$ cat src/pmcs_map.vh
`ifndef PMCS_MAP_VH
`define PMCS_MAP_VH

// Register addresses on the management bus.
`define PMCS_REG_CONTROL      5'h00
`define PMCS_REG_STATUS       5'h01
`define PMCS_REG_ID_HIGH      5'h02
`define PMCS_REG_ID_LOW       5'h03
`define PMCS_REG_ADVERTISE    5'h04
`define PMCS_REG_PARTNER      5'h05
`define PMCS_REG_EXPANSION    5'h06
`define PMCS_REG_NP_TRANSMIT  5'h07
`define PMCS_REG_NP_PARTNER   5'h08
`define PMCS_REG_RSVD_FIRST   5'h09
`define PMCS_REG_VENDOR_FIRST 5'h10

// Control register bit positions.
`define PMCS_CTL_RESET        15
`define PMCS_CTL_LOOPBACK     14
`define PMCS_CTL_SPEED        13
`define PMCS_CTL_AN_ENABLE    12
`define PMCS_CTL_LOW_POWER    11
`define PMCS_CTL_ISOLATE      10
`define PMCS_CTL_AN_RESTART   9
`define PMCS_CTL_DUPLEX       8
`define PMCS_CTL_COL_TEST     7

// Status register bit positions of the latched flags.
`define PMCS_STS_AN_DONE      5
`define PMCS_STS_REM_FAULT    4
`define PMCS_STS_LINK         2
`define PMCS_STS_JABBER       1

// Reset and constant values.
`define PMCS_CTL_RESET_VAL    16'h3100
`define PMCS_STS_CONST_VAL    16'h7809
`define PMCS_ADV_RESET_VAL    16'h01E1
`define PMCS_ADV_WRITE_MASK   16'hA1E0

// Management frame fields.
`define PMCS_PREAMBLE_BITS    6'h20
`define PMCS_OP_READ          2'b10
`define PMCS_OP_WRITE         2'b01
`define PMCS_HDR_LAST         5'h0B
`define PMCS_DATA_LAST        5'h0F

// Timing.
`define PMCS_CLK_PERIOD_NS    40
`define PMCS_SRST_TIME_NS     640
`define PMCS_SRST_CYCLES \
  ((`PMCS_SRST_TIME_NS + `PMCS_CLK_PERIOD_NS - 1) / `PMCS_CLK_PERIOD_NS)

`endif

$ cat src/pmcs_phy_mgmt.v
`timescale 1ns/100ps
`include "pmcs_map.vh"

module pmcs_phy_mgmt #(
  parameter [23:0] OUI      = 24'h5A3C96,  // Arbitrary neutral value.
  parameter [5:0]  MODEL    = 6'h2A,       // Arbitrary neutral value.
  parameter [3:0]  REVISION = 4'h3         // Arbitrary neutral value.
) (
  // Clock and reset.
  input  wire        clk_sys,
  input  wire        rstn,
  // Management bus pins.
  input  wire        mdc,
  input  wire        mdioIn,
  output reg         mdioOut,
  output reg         mdioOe,
  input  wire [4:0]  phyAddr,
  // Line conditions from the transceiver core.
  input  wire        anComplete,
  input  wire        remoteFault,
  input  wire        jabberDetect,
  input  wire        linkUp,
  // Control outputs to the transceiver core.
  output reg         softReset,
  output reg         loopback,
  output reg         speed100,
  output reg         anEnable,
  output reg         lowPower,
  output reg         isolate,
  output reg         anRestart,
  output reg         fullDuplex,
  output reg         collisionTest
);

  ////////////////////////////////////////////////////////////////////////////////
  // Frame engine states, one hot.
  localparam [4:0] S_PRE   = 5'b00001;
  localparam [4:0] S_START = 5'b00010;
  localparam [4:0] S_HDR   = 5'b00100;
  localparam [4:0] S_TA    = 5'b01000;
  localparam [4:0] S_DATA  = 5'b10000;

  localparam integer SRST_CYCLES_INT = `PMCS_SRST_CYCLES;
  localparam [7:0]   SRST_CYCLES     = SRST_CYCLES_INT[7:0];

  // Picks count identifier bits starting at base, first bit into bit 15.
  function [15:0] ouiSlice;
    input [23:0] oui;
    input integer base;
    input integer count;
    integer i;
    begin
      ouiSlice = 16'h0000;
      for (i = 0; i < 16; i = i + 1) begin
        if (i < count) begin
          ouiSlice[15 - i] = oui[base + i];
        end
      end
    end
  endfunction

  // Reset value of one control field, taken from the control word default.
  function ctlDefault;
    input integer pos;
    reg [15:0] dflt;
    begin
      dflt       = `PMCS_CTL_RESET_VAL;
      ctlDefault = dflt[pos];
    end
  endfunction

  // True for the two opcodes that the frame engine answers.
  function isAccessOp;
    input [1:0] op;
    begin
      isAccessOp = (op == `PMCS_OP_READ) || (op == `PMCS_OP_WRITE);
    end
  endfunction

  // Places a latched flag at its bit position of the status word.
  function [15:0] placeFlag;
    input         flag;
    input integer pos;
    begin
      placeFlag      = 16'h0000;
      placeFlag[pos] = flag;
    end
  endfunction

  // Identifier bit n sits at vector index n-1.
  localparam [15:0] ID_HIGH     = ouiSlice(OUI, 2, 16);
  localparam [15:0] ID_LOW_OUI  = ouiSlice(OUI, 18, 6);
  localparam [15:0] ID_LOW      = {ID_LOW_OUI[15:10], MODEL, REVISION};

  ////////////////////////////////////////////////////////////////////////////////
  reg        mdcS1;
  reg        mdcS2;
  reg        mdcS3;
  reg        mdioS1;
  reg        mdioS2;
  reg  [4:0] addrS1;
  reg  [4:0] addrS2;
  wire       mdcRise;

  reg  [4:0]  state;
  reg  [5:0]  preCnt;
  reg  [4:0]  bitCnt;
  reg  [11:0] hdr;
  reg         isRead;
  reg         hit;
  reg  [15:0] shift;
  reg         wrStrobe;
  reg  [15:0] wrData;
  reg         stsRead;
  reg  [7:0]  srstCnt;
  reg  [15:0] advertise;

  reg         anLat;
  reg         faultLat;
  reg         jabLat;
  reg         linkLat;

  wire [11:0] hdrFull;
  wire [4:0]  regAddr;
  wire [15:0] ctrlWord;
  wire [15:0] statusWord;
  reg  [15:0] readValue;

  // The pins are sampled on the system clock, so each mdc phase must last at least
  // one clock period; a shorter phase can fall between two clock edges and be missed altogether.
  // Logic takes the second stage of each synchroniser, and mdcS3 as well for the mdc edge detect.
  always @(posedge clk_sys) begin
    if (!rstn) begin
      mdcS1  <= 1'b0;
      mdcS2  <= 1'b0;
      mdcS3  <= 1'b0;
      mdioS1 <= 1'b1;
      mdioS2 <= 1'b1;
      addrS1 <= 5'h00;
      addrS2 <= 5'h00;
    end else begin
      mdcS1  <= mdc;
      mdcS2  <= mdcS1;
      mdcS3  <= mdcS2;
      mdioS1 <= mdioIn;
      mdioS2 <= mdioS1;
      addrS1 <= phyAddr;
      addrS2 <= addrS1;
    end
  end

  // Frame bits are taken on the rising edge of the synchronised management clock.
  assign mdcRise = mdcS2 & ~mdcS3;
  assign hdrFull = {hdr[10:0], mdioS2};
  assign regAddr = hdr[4:0];

  ////////////////////////////////////////////////////////////////////////////////
  // Read data assembly.
  assign ctrlWord = {softReset, loopback, speed100, anEnable, lowPower, isolate,
                     anRestart, fullDuplex, collisionTest, 7'h00};
  assign statusWord = `PMCS_STS_CONST_VAL
                    | placeFlag(anLat,    `PMCS_STS_AN_DONE)
                    | placeFlag(faultLat, `PMCS_STS_REM_FAULT)
                    | placeFlag(linkLat,  `PMCS_STS_LINK)
                    | placeFlag(jabLat,   `PMCS_STS_JABBER);

  // Registers outside the decoded set read as zero and ignore writes.
  always @* begin
    case (regAddr)
      `PMCS_REG_CONTROL:   readValue = ctrlWord;
      `PMCS_REG_STATUS:    readValue = statusWord;
      `PMCS_REG_ID_HIGH:   readValue = ID_HIGH;
      `PMCS_REG_ID_LOW:    readValue = ID_LOW;
      `PMCS_REG_ADVERTISE: readValue = advertise;
      default:             readValue = 16'h0000;
    endcase
  end

  ////////////////////////////////////////////////////////////////////////////////
  // Management frame engine: preamble, start, header, turnaround, data.
  always @(posedge clk_sys) begin
    if (!rstn) begin
      state    <= S_PRE;
      preCnt   <= 6'h00;
      bitCnt   <= 5'h00;
      hdr      <= 12'h000;
      isRead   <= 1'b0;
      hit      <= 1'b0;
      shift    <= 16'h0000;
      mdioOut  <= 1'b0;
      mdioOe   <= 1'b0;
      wrStrobe <= 1'b0;
      wrData   <= 16'h0000;
      stsRead  <= 1'b0;
    end else begin
      // Both strobes last one clock.
      wrStrobe <= 1'b0;
      stsRead  <= 1'b0;
      if (mdcRise) begin
        case (state)
          S_PRE: begin
            if (mdioS2) begin
              if (preCnt != `PMCS_PREAMBLE_BITS) begin
                preCnt <= preCnt + 6'h01;
              end
            end else if (preCnt == `PMCS_PREAMBLE_BITS) begin
              state <= S_START;
            end else begin
              preCnt <= 6'h00;
            end
          end
          S_START: begin
            bitCnt <= 5'h00;
            preCnt <= 6'h00;
            if (mdioS2) begin
              state <= S_HDR;
            end else begin
              state <= S_PRE;
            end
          end
          S_HDR: begin
            hdr    <= hdrFull;
            bitCnt <= bitCnt + 5'h01;
            if (bitCnt == `PMCS_HDR_LAST) begin
              isRead <= (hdrFull[11:10] == `PMCS_OP_READ);
              hit    <= (hdrFull[9:5] == addrS2) && isAccessOp(hdrFull[11:10]);
              bitCnt <= 5'h00;
              state  <= S_TA;
            end
          end
          // The line is taken low on the first turnaround bit, data follows the second.
          S_TA: begin
            if (bitCnt == 5'h00) begin
              bitCnt <= 5'h01;
              if (hit && isRead) begin
                mdioOe  <= 1'b1;
                mdioOut <= 1'b0;
              end
            end else begin
              bitCnt <= 5'h00;
              state  <= S_DATA;
              if (hit && isRead) begin
                mdioOut <= readValue[15];
                shift   <= {readValue[14:0], 1'b0};
                stsRead <= (regAddr == `PMCS_REG_STATUS);
              end
            end
          end
          S_DATA: begin
            bitCnt <= bitCnt + 5'h01;
            if (isRead) begin
              mdioOut <= shift[15];
              shift   <= {shift[14:0], 1'b0};
            end else begin
              shift <= {shift[14:0], mdioS2};
            end
            // A frame cut short waits here; later mdc edges complete the count, so a partial word can still be written.
            if (bitCnt == `PMCS_DATA_LAST) begin
              mdioOe   <= 1'b0;
              mdioOut  <= 1'b0;
              wrStrobe <= hit & ~isRead;
              wrData   <= {shift[14:0], mdioS2};
              preCnt   <= 6'h00;
              bitCnt   <= 5'h00;
              state    <= S_PRE;
            end
          end
          default: begin
            state  <= S_PRE;
            preCnt <= 6'h00;
            mdioOe <= 1'b0;
          end
        endcase
      end
    end
  end

  ////////////////////////////////////////////////////////////////////////////////
  // Control, advertisement and latched status registers.
  always @(posedge clk_sys) begin
    if (!rstn) begin
      softReset     <= 1'b0;
      srstCnt       <= 8'h00;
      loopback      <= 1'b0;
      speed100      <= 1'b1;
      anEnable      <= 1'b1;
      lowPower      <= 1'b0;
      isolate       <= 1'b0;
      anRestart     <= 1'b0;
      fullDuplex    <= 1'b1;
      collisionTest <= 1'b0;
      advertise     <= `PMCS_ADV_RESET_VAL;
      anLat         <= 1'b0;
      faultLat      <= 1'b0;
      jabLat        <= 1'b0;
      linkLat       <= 1'b0;
    end else begin
      anRestart <= 1'b0;
      if (softReset) begin
        // Hold every control field at its default until the reset ends.
        // The latches restart too, so link reads down until the next status read.
        srstCnt       <= srstCnt - 8'h01;
        softReset     <= (srstCnt != 8'h01);
        loopback      <= ctlDefault(`PMCS_CTL_LOOPBACK);
        speed100      <= ctlDefault(`PMCS_CTL_SPEED);
        anEnable      <= ctlDefault(`PMCS_CTL_AN_ENABLE);
        lowPower      <= ctlDefault(`PMCS_CTL_LOW_POWER);
        isolate       <= ctlDefault(`PMCS_CTL_ISOLATE);
        fullDuplex    <= ctlDefault(`PMCS_CTL_DUPLEX);
        collisionTest <= ctlDefault(`PMCS_CTL_COL_TEST);
        advertise     <= `PMCS_ADV_RESET_VAL;
        anLat         <= 1'b0;
        faultLat      <= 1'b0;
        jabLat        <= 1'b0;
        linkLat       <= 1'b0;
      end else begin
        if (wrStrobe && (regAddr == `PMCS_REG_CONTROL)) begin
          if (wrData[`PMCS_CTL_RESET]) begin
            softReset <= 1'b1;
            srstCnt   <= SRST_CYCLES;
          end else begin
            loopback      <= wrData[`PMCS_CTL_LOOPBACK];
            speed100      <= wrData[`PMCS_CTL_SPEED];
            anEnable      <= wrData[`PMCS_CTL_AN_ENABLE];
            lowPower      <= wrData[`PMCS_CTL_LOW_POWER];
            isolate       <= wrData[`PMCS_CTL_ISOLATE];
            anRestart     <= wrData[`PMCS_CTL_AN_RESTART];
            fullDuplex    <= wrData[`PMCS_CTL_DUPLEX];
            collisionTest <= wrData[`PMCS_CTL_COL_TEST];
          end
        end
        // Only the ability, remote fault and next page bits take written values.
        if (wrStrobe && (regAddr == `PMCS_REG_ADVERTISE)) begin
          advertise <= (wrData & `PMCS_ADV_WRITE_MASK) |
                       (`PMCS_ADV_RESET_VAL & ~`PMCS_ADV_WRITE_MASK);
        end
        // A read hands out the held value, then the flags restart from now.
        if (stsRead) begin
          anLat    <= anComplete;
          faultLat <= remoteFault;
          jabLat   <= jabberDetect;
          linkLat  <= linkUp;
        end else begin
          anLat    <= anLat | anComplete;
          faultLat <= faultLat | remoteFault;
          jabLat   <= jabLat | jabberDetect;
          linkLat  <= linkLat & linkUp;
        end
      end
    end
  end

endmodule // pmcs_phy_mgmt

$ cat config.mk
export PLATFORM = sky130hd
export DESIGN_NAME = pmcs_phy_mgmt
export DESIGN_NICKNAME = d
export VERILOG_FILES = /design/src/pmcs_phy_mgmt.v
export VERILOG_INCLUDE_DIRS = /design/src /design/src/src
export SDC_FILE = /design/constraint.sdc
export NUM_CORES = 1
export LEC_CHECK = 0
export BUFFER_PORTS_ARGS = -buffer_cell sky130_fd_sc_hd__clkbuf_2
export CAP_MARGIN = 10
export CORE_UTILIZATION = 65
export DETAILED_ROUTE_END_ITERATION = 10
export PLACE_DENSITY = 0.87
export SYNTH_ARGS = -nofsm -noshare
export SYNTH_HDL_FRONTEND = slang
export SYNTH_SLANG_ARGS = --single-unit
$ cat constraint.sdc
create_clock -name clk_sys -period 3.92 [get_ports clk_sys]
set_input_delay 0.588 -clock clk_sys [delete_from_list [all_inputs] [get_ports clk_sys]]
set_output_delay 0.588 -clock clk_sys [all_outputs]
set_load 0.005 [all_outputs]
* Word-level counts from Yosys, hierarchy flattened
Cells that the tools add are included.
** Storage, ports and cells
- Memories :: 0
- Bits in latches :: 0
- Output and inout bits :: 11
- Bits in writable memories :: 0
- Bits of input ports :: 13
- Memory bits (read-only) :: 0
- Logic and storage cells :: 152
- Bits in registers :: 107
** Operators by class
- Mux-type cells :: 41
- Reduce and logical (&&, ||, !) cells :: 28
- Magnitude comparators :: 0
- Eq/ne operators :: 27
- Shift-type cells :: 0
- Add/sub/neg operators :: 3
- Div/mod/pow operators :: 0
- Bitwise operators :: 19
- $mul :: 0
** Operators with widths (count)
- one-hot mux 16 bit (5 select lines) :: 1
- 2-to-1 mux 5 bit :: 7
- 2-to-1 mux 16 bit :: 2
- one-hot mux 16 bit (2 select lines) :: 1
- one-hot mux 5 bit (5 select lines) :: 1
- 2-to-1 mux 6 bit :: 4
- 2-to-1 mux 8 bit :: 3
- one-hot mux 5 bit (4 select lines) :: 1
- one-hot mux 6 bit (3 select lines) :: 1
- 2-to-1 mux 1 bit :: 17
- == test 5 x 2 -> 1 bit (second input constant) :: 3
- == test 5 x 4 -> 1 bit (second input constant) :: 3
- OR 15 x 2 -> 15 bit :: 1
- OR 15 x 3 -> 15 bit :: 1
- OR 15 x 5 -> 15 bit :: 1
- != test 2 bit (second input constant) :: 7
- AND reduction 4 bit :: 3
- == test 5 x 1 -> 1 bit (second input constant) :: 2
- == test 5 x 3 -> 1 bit (second input constant) :: 2
- logical NOT 5 bit :: 2
- NOT 1 bit :: 10
- AND reduction 5 bit :: 2
- != test 3 bit (second input constant) :: 3
- != test 8 x 1 -> 1 bit (second input constant) :: 1
- 25 further kinds :: 39

* Longest topological paths before layout
- Depth after elaboration :: 7
- Gate-level depth with buffers :: 9
- Gate-level depth less buffers :: 8

* Worst setup path before layout
OpenSTA, ideal clock, no wires.
- Path type :: register to register
- Start :: register bitCnt[0]
- End :: register state[1]
- Setup slack :: 1855 ps
- Buffers on the path :: 1
- Required time :: 3804 ps
- Data arrival time :: 1949 ps
- Setup time :: 116 ps
- Stages on the path, launching flop included :: 10
- Cell sequence :: dfxtp_1 > ha_1 > and3_1 > ha_1 > nor3_1 > a21oi_1 > o2111a_1 > buf_2 > nor2_1 > a41o_1
** Between the ends
- Longest elaborated chain between the ends :: 3
** Ends and longest elaborated chain
- start: declaration :: line pmcs_phy_mgmt.v:107 : reg [4:0] bitCnt;
- start signal: assignment :: line pmcs_phy_mgmt.v:223 : bitCnt <= bitCnt + 5'h01;
- start signal: assignment :: line pmcs_phy_mgmt.v:250 : bitCnt <= bitCnt + 5'h01;
- == test 5 x 4 -> 1 bit (no source line) / logical NOT 5 bit (equally long branches)
- != test 2 bit (no source line)
- AND reduction 6 bit (no source line) (*)
- end signal: assignment :: line pmcs_phy_mgmt.v:183 : state <= S_PRE;
- end signal: assignment :: line pmcs_phy_mgmt.v:207 : state <= S_START;
- end signal: assignment :: line pmcs_phy_mgmt.v:216 : state <= S_HDR;
- end: declaration :: line pmcs_phy_mgmt.v:105 : reg [4:0] state;
Mark *: on every way between the ends. The rest lies on a longest branch, timed or not.
A chain may end at the register's enable or synchronous reset.

* Worst setup path in the final report
- Start :: register state[1]
- End :: register shift[3]
** Between the ends
- Longest elaborated chain between the ends :: 3
** Ends and longest elaborated chain
- == test 5 x 4 -> 1 bit / == test 5 bit (equally long branches) :: line pmcs_phy_mgmt.v:200 : case (state)
- != test 2 bit (no source line) / nonzero test 2 bit (equally long branches)
- AND reduction 4 bit (no source line)
- end signal: assignment :: line pmcs_phy_mgmt.v:244 : shift <= {readValue[14:0], 1'b0};
- end signal: assignment :: line pmcs_phy_mgmt.v:253 : shift <= {shift[14:0], 1'b0};
- end signal: assignment :: line pmcs_phy_mgmt.v:255 : shift <= {shift[14:0], mdioS2};
- end: declaration :: line pmcs_phy_mgmt.v:111 : reg [15:0] shift;
Several ways; a longest one is shown, not always the timed one.

==> flow_summary.json <==
{
  "peakVddDrop_mv": 0.255,
  "die_w_um": 86.3,
  "slowest_delay_ps": 560,
  "max_freq_mhz": 400,
  "highest_layer": "met4",
  "synth_nets": 549,
  "gp_congestion": 0.934,
  "drtIter0Drc": 303,
  "fin_crit_ps": 2500,
  "dpl_worst_slack_ps": 1520,
  "critPathMaxFanout": 31,
  "start_kind": "flop",
  "tritoncts": "yes",
  "antenna_found_initial": 0,
  "p_switching_mw": 0.399,
  "layout.nets": 557,
  "drtPass1Iterations": 5,
  "synth_cell_types": 60,
  "pwr-share-comb_pct": 2.7,
  "final-max-slew-violation-count": 0,
  "area_growth_syn_to_layout_pct": 6.39,
  "yosys_warnings": 0,
  "die_y_um": 86.3,
  "n_antenna_cell": 0,
  "tightest_slew_ps": 818,
  "synth_flop_cell": "dfxtp_1",
  "ant_nets": 0,
  "syn_inst": 527,
  "cp.required_ps": 4190,
  "synth_area_per_cell_um2": 8.76,
  "start_util_pct": 67.6,
  "maxCapViolCount": 0,
  "hp-class": "in -> reg",
  "htreeDepth": 3,
  "met1_length_um": 4100,
  "p_sw_share_pct": 23.6,
  "ctsHoldBuffers": 0,
  "worstSetupPathType": "reg -> reg",
  "wl_per_cell_um": 15.2,
  "p_clk_share_pct": 35.3,
  "clkTransAtPathRegs_ps": 100,
  "finalClockSkew_ps": 7.03,
  "placed_cells": 620,
  "ys_async_sr_fraction_pct": 0,
  "ys_ff_latch": 102,
  "avgViaCountPerCell": 6.05,
  "cp-end-kind": "flop",
  "synth_edf_count": 0,
  "grt_pass1_wl_um": 16300,
  "finalSetupViolCount": 0,
  "routed_wirelength_um": 9660,
  "cts_setup_buffers": 0,
  "path_common_cell": "nor2_1",
  "final_hold_viol_count": 0,
  "cts_made_buffers": 9,
  "rsz0062_at_grt": "no",
  "final_cells": 635,
  "synth_area_leader_cell": "dfxtp_1",
  "grt_max_degree": 47,
  "synth_top_area_share_pct": 44.2,
  "vias": 3840,
  "crit_chain": "nor2_1 > nand2_2 > a221oi_2 > buf_4 > nor2_1 > a311oi_1",
  "cts_root_buf": "clkbuf_8",
  "critical-path-slowest-cell": "nor2_1",
  "coreArea_um2": 6830,
  "ioPinCount": 24,
  "route.detailed.drc": 0,
  "clockBufferDepth": 2,
  "grt-ovfl-total": 0,
  "synth_area_um2": 4620,
  "worstPathArrival_ps": 2770,
  "status": "complete, no violations",
  "synth_common_cells": "dfxtp_1, nor2_1, nand2_1",
  "tns_ps": 0,
  "power_mw": 1.69,
  "p_int_mw": 1.29,
  "p_leak_nw": 1.95,
  "relSlewSlack_pct": 45.3,
  "p_seq_share_pct": 62.0,
  "cts_resized": 0,
  "dieArea_um2": 7450,
  "synthTopCellsByArea": "dfxtp_1, mux2i_1, nor2_1, a21oi_1, nand2_1",
  "grt_pass1_vias": 3597,
  "finalCritPeriodShare_pct": 63.7,
  "place.port_buffers": 23,
  "num_rows": 30,
  "ys_seq_area_share_pct": 44.2,
  "hpwl_um": 6580,
  "dr_wl_met3_um": 537,
  "synth_most_common_cell": "dfxtp_1",
  "dr_wl_met2_um": 4740,
  "drive_gt1_share_pct": 10.4,
  "grt_usage_pct": 27.9,
  "cts.sinks": 102,
  "power_density_nw_per_um2": 344,
  "clock_latency_ps": 370,
  "timing.final.ws_setup_ps": 1420
}
## state kept, by name, indices dropped and copies added, names as in the netlist, 6 cells and up
| name | cells |
|---|---|
| advertise | 6 |
| hdr | 11 |
| preCnt | 6 |
| shift | 16 |
| srstCnt | 8 |
| wrData | 11 |
## through the flow
stage	utilization (%)	area [um^2]	hold slack [ps]
2_1_floorplan	-	4620	386
3_3_place_gp	69.4	4740	408
3_5_place_dp	69.4	4740	405
4_1_cts	71.9	4910	379
5_1_grt	71.9	4910	375
6_report	71.9	4910	401
## power by group through the flow
stage / Combinational [mW] / Clock [mW] / Sequential (mW)
after floorplan: 0.0305 / 0 / 1.07
after global placement: 0.0437 / 0 / 1.07
after detailed placement: 0.0450 / 0 / 1.07
after CTS: 0.0452 / 0.612 / 1.05
after global routing: 0.0514 / 0.650 / 1.05
final: 0.0458 / 0.597 / 1.05
## worst max-delay path: cells and delay by family, from the launching register on
kind                   cells  cell delay (ps)
AND/OR/NAND/NOR            3             1000
AO/OA/AOI/OAI              2              610
flip-flops                 1              460
buffers and inverters      1              330
## layout make-up
class	count	area (um^2)
clock inverters	6	46.3
repair buffers	27	145
flip-flops and latches	102	2040
fillers	511	1920
inverters	15	56.3
multi-input cells	380	2380
clock buffers	9	124
well taps	96	120
## cell families (layout without fill, tap and decap cells)
logic type / Yosys count / in the layout / synth area share, %
and+or+nand+nor: 219 / 219 / 25.3
AOI/OAI and AO/OA: 106 / 106 / 14.1
DFF: 102 / 102 / 44.2
buffers and inverters: 45 / 57 / 4.25
muxes: 36 / 36 / 7.86
xor gates and xnor gates: 10 / 10 / 1.90
adders and majority gates: 9 / 9 / 2.44
## layout by cell type, fill, tap and decap left out, drive strengths merged, types with 4 or more instances in the layout
cell type and count:
dfxtp 102, o211ai 5, a21oi 38, a211oi 8
and3 8, clkbuf 32, xnor2 7, ha 9
a31oi 5, buf 4, inv 18, nor4b 5
nand4 13, nand2b 6, nand3 22, nor2 66
mux2i 34, nor3 14, and2 17, nor2b 6
nand2 41, nor4 5, o21ai 29
## layer usage
layer	GRT usage, %	up-vias
li1	-	1884
met1	33.0	1790
met2	48.5	137
met3	6.29	29
met4	12.3	0
met5	0	-
## worst paths after layout
kind,cells past startpoint,slack (ps),start,end
hold / removal,2,400,mdioIn,mdioS1
hold reg to reg,1,430,mdioS1,mdioS2
setup / recovery,6,1420,state[1],shift[3]
setup reg to reg,6,1420,state[1],shift[3]
(Power assumes the default switching activity.)
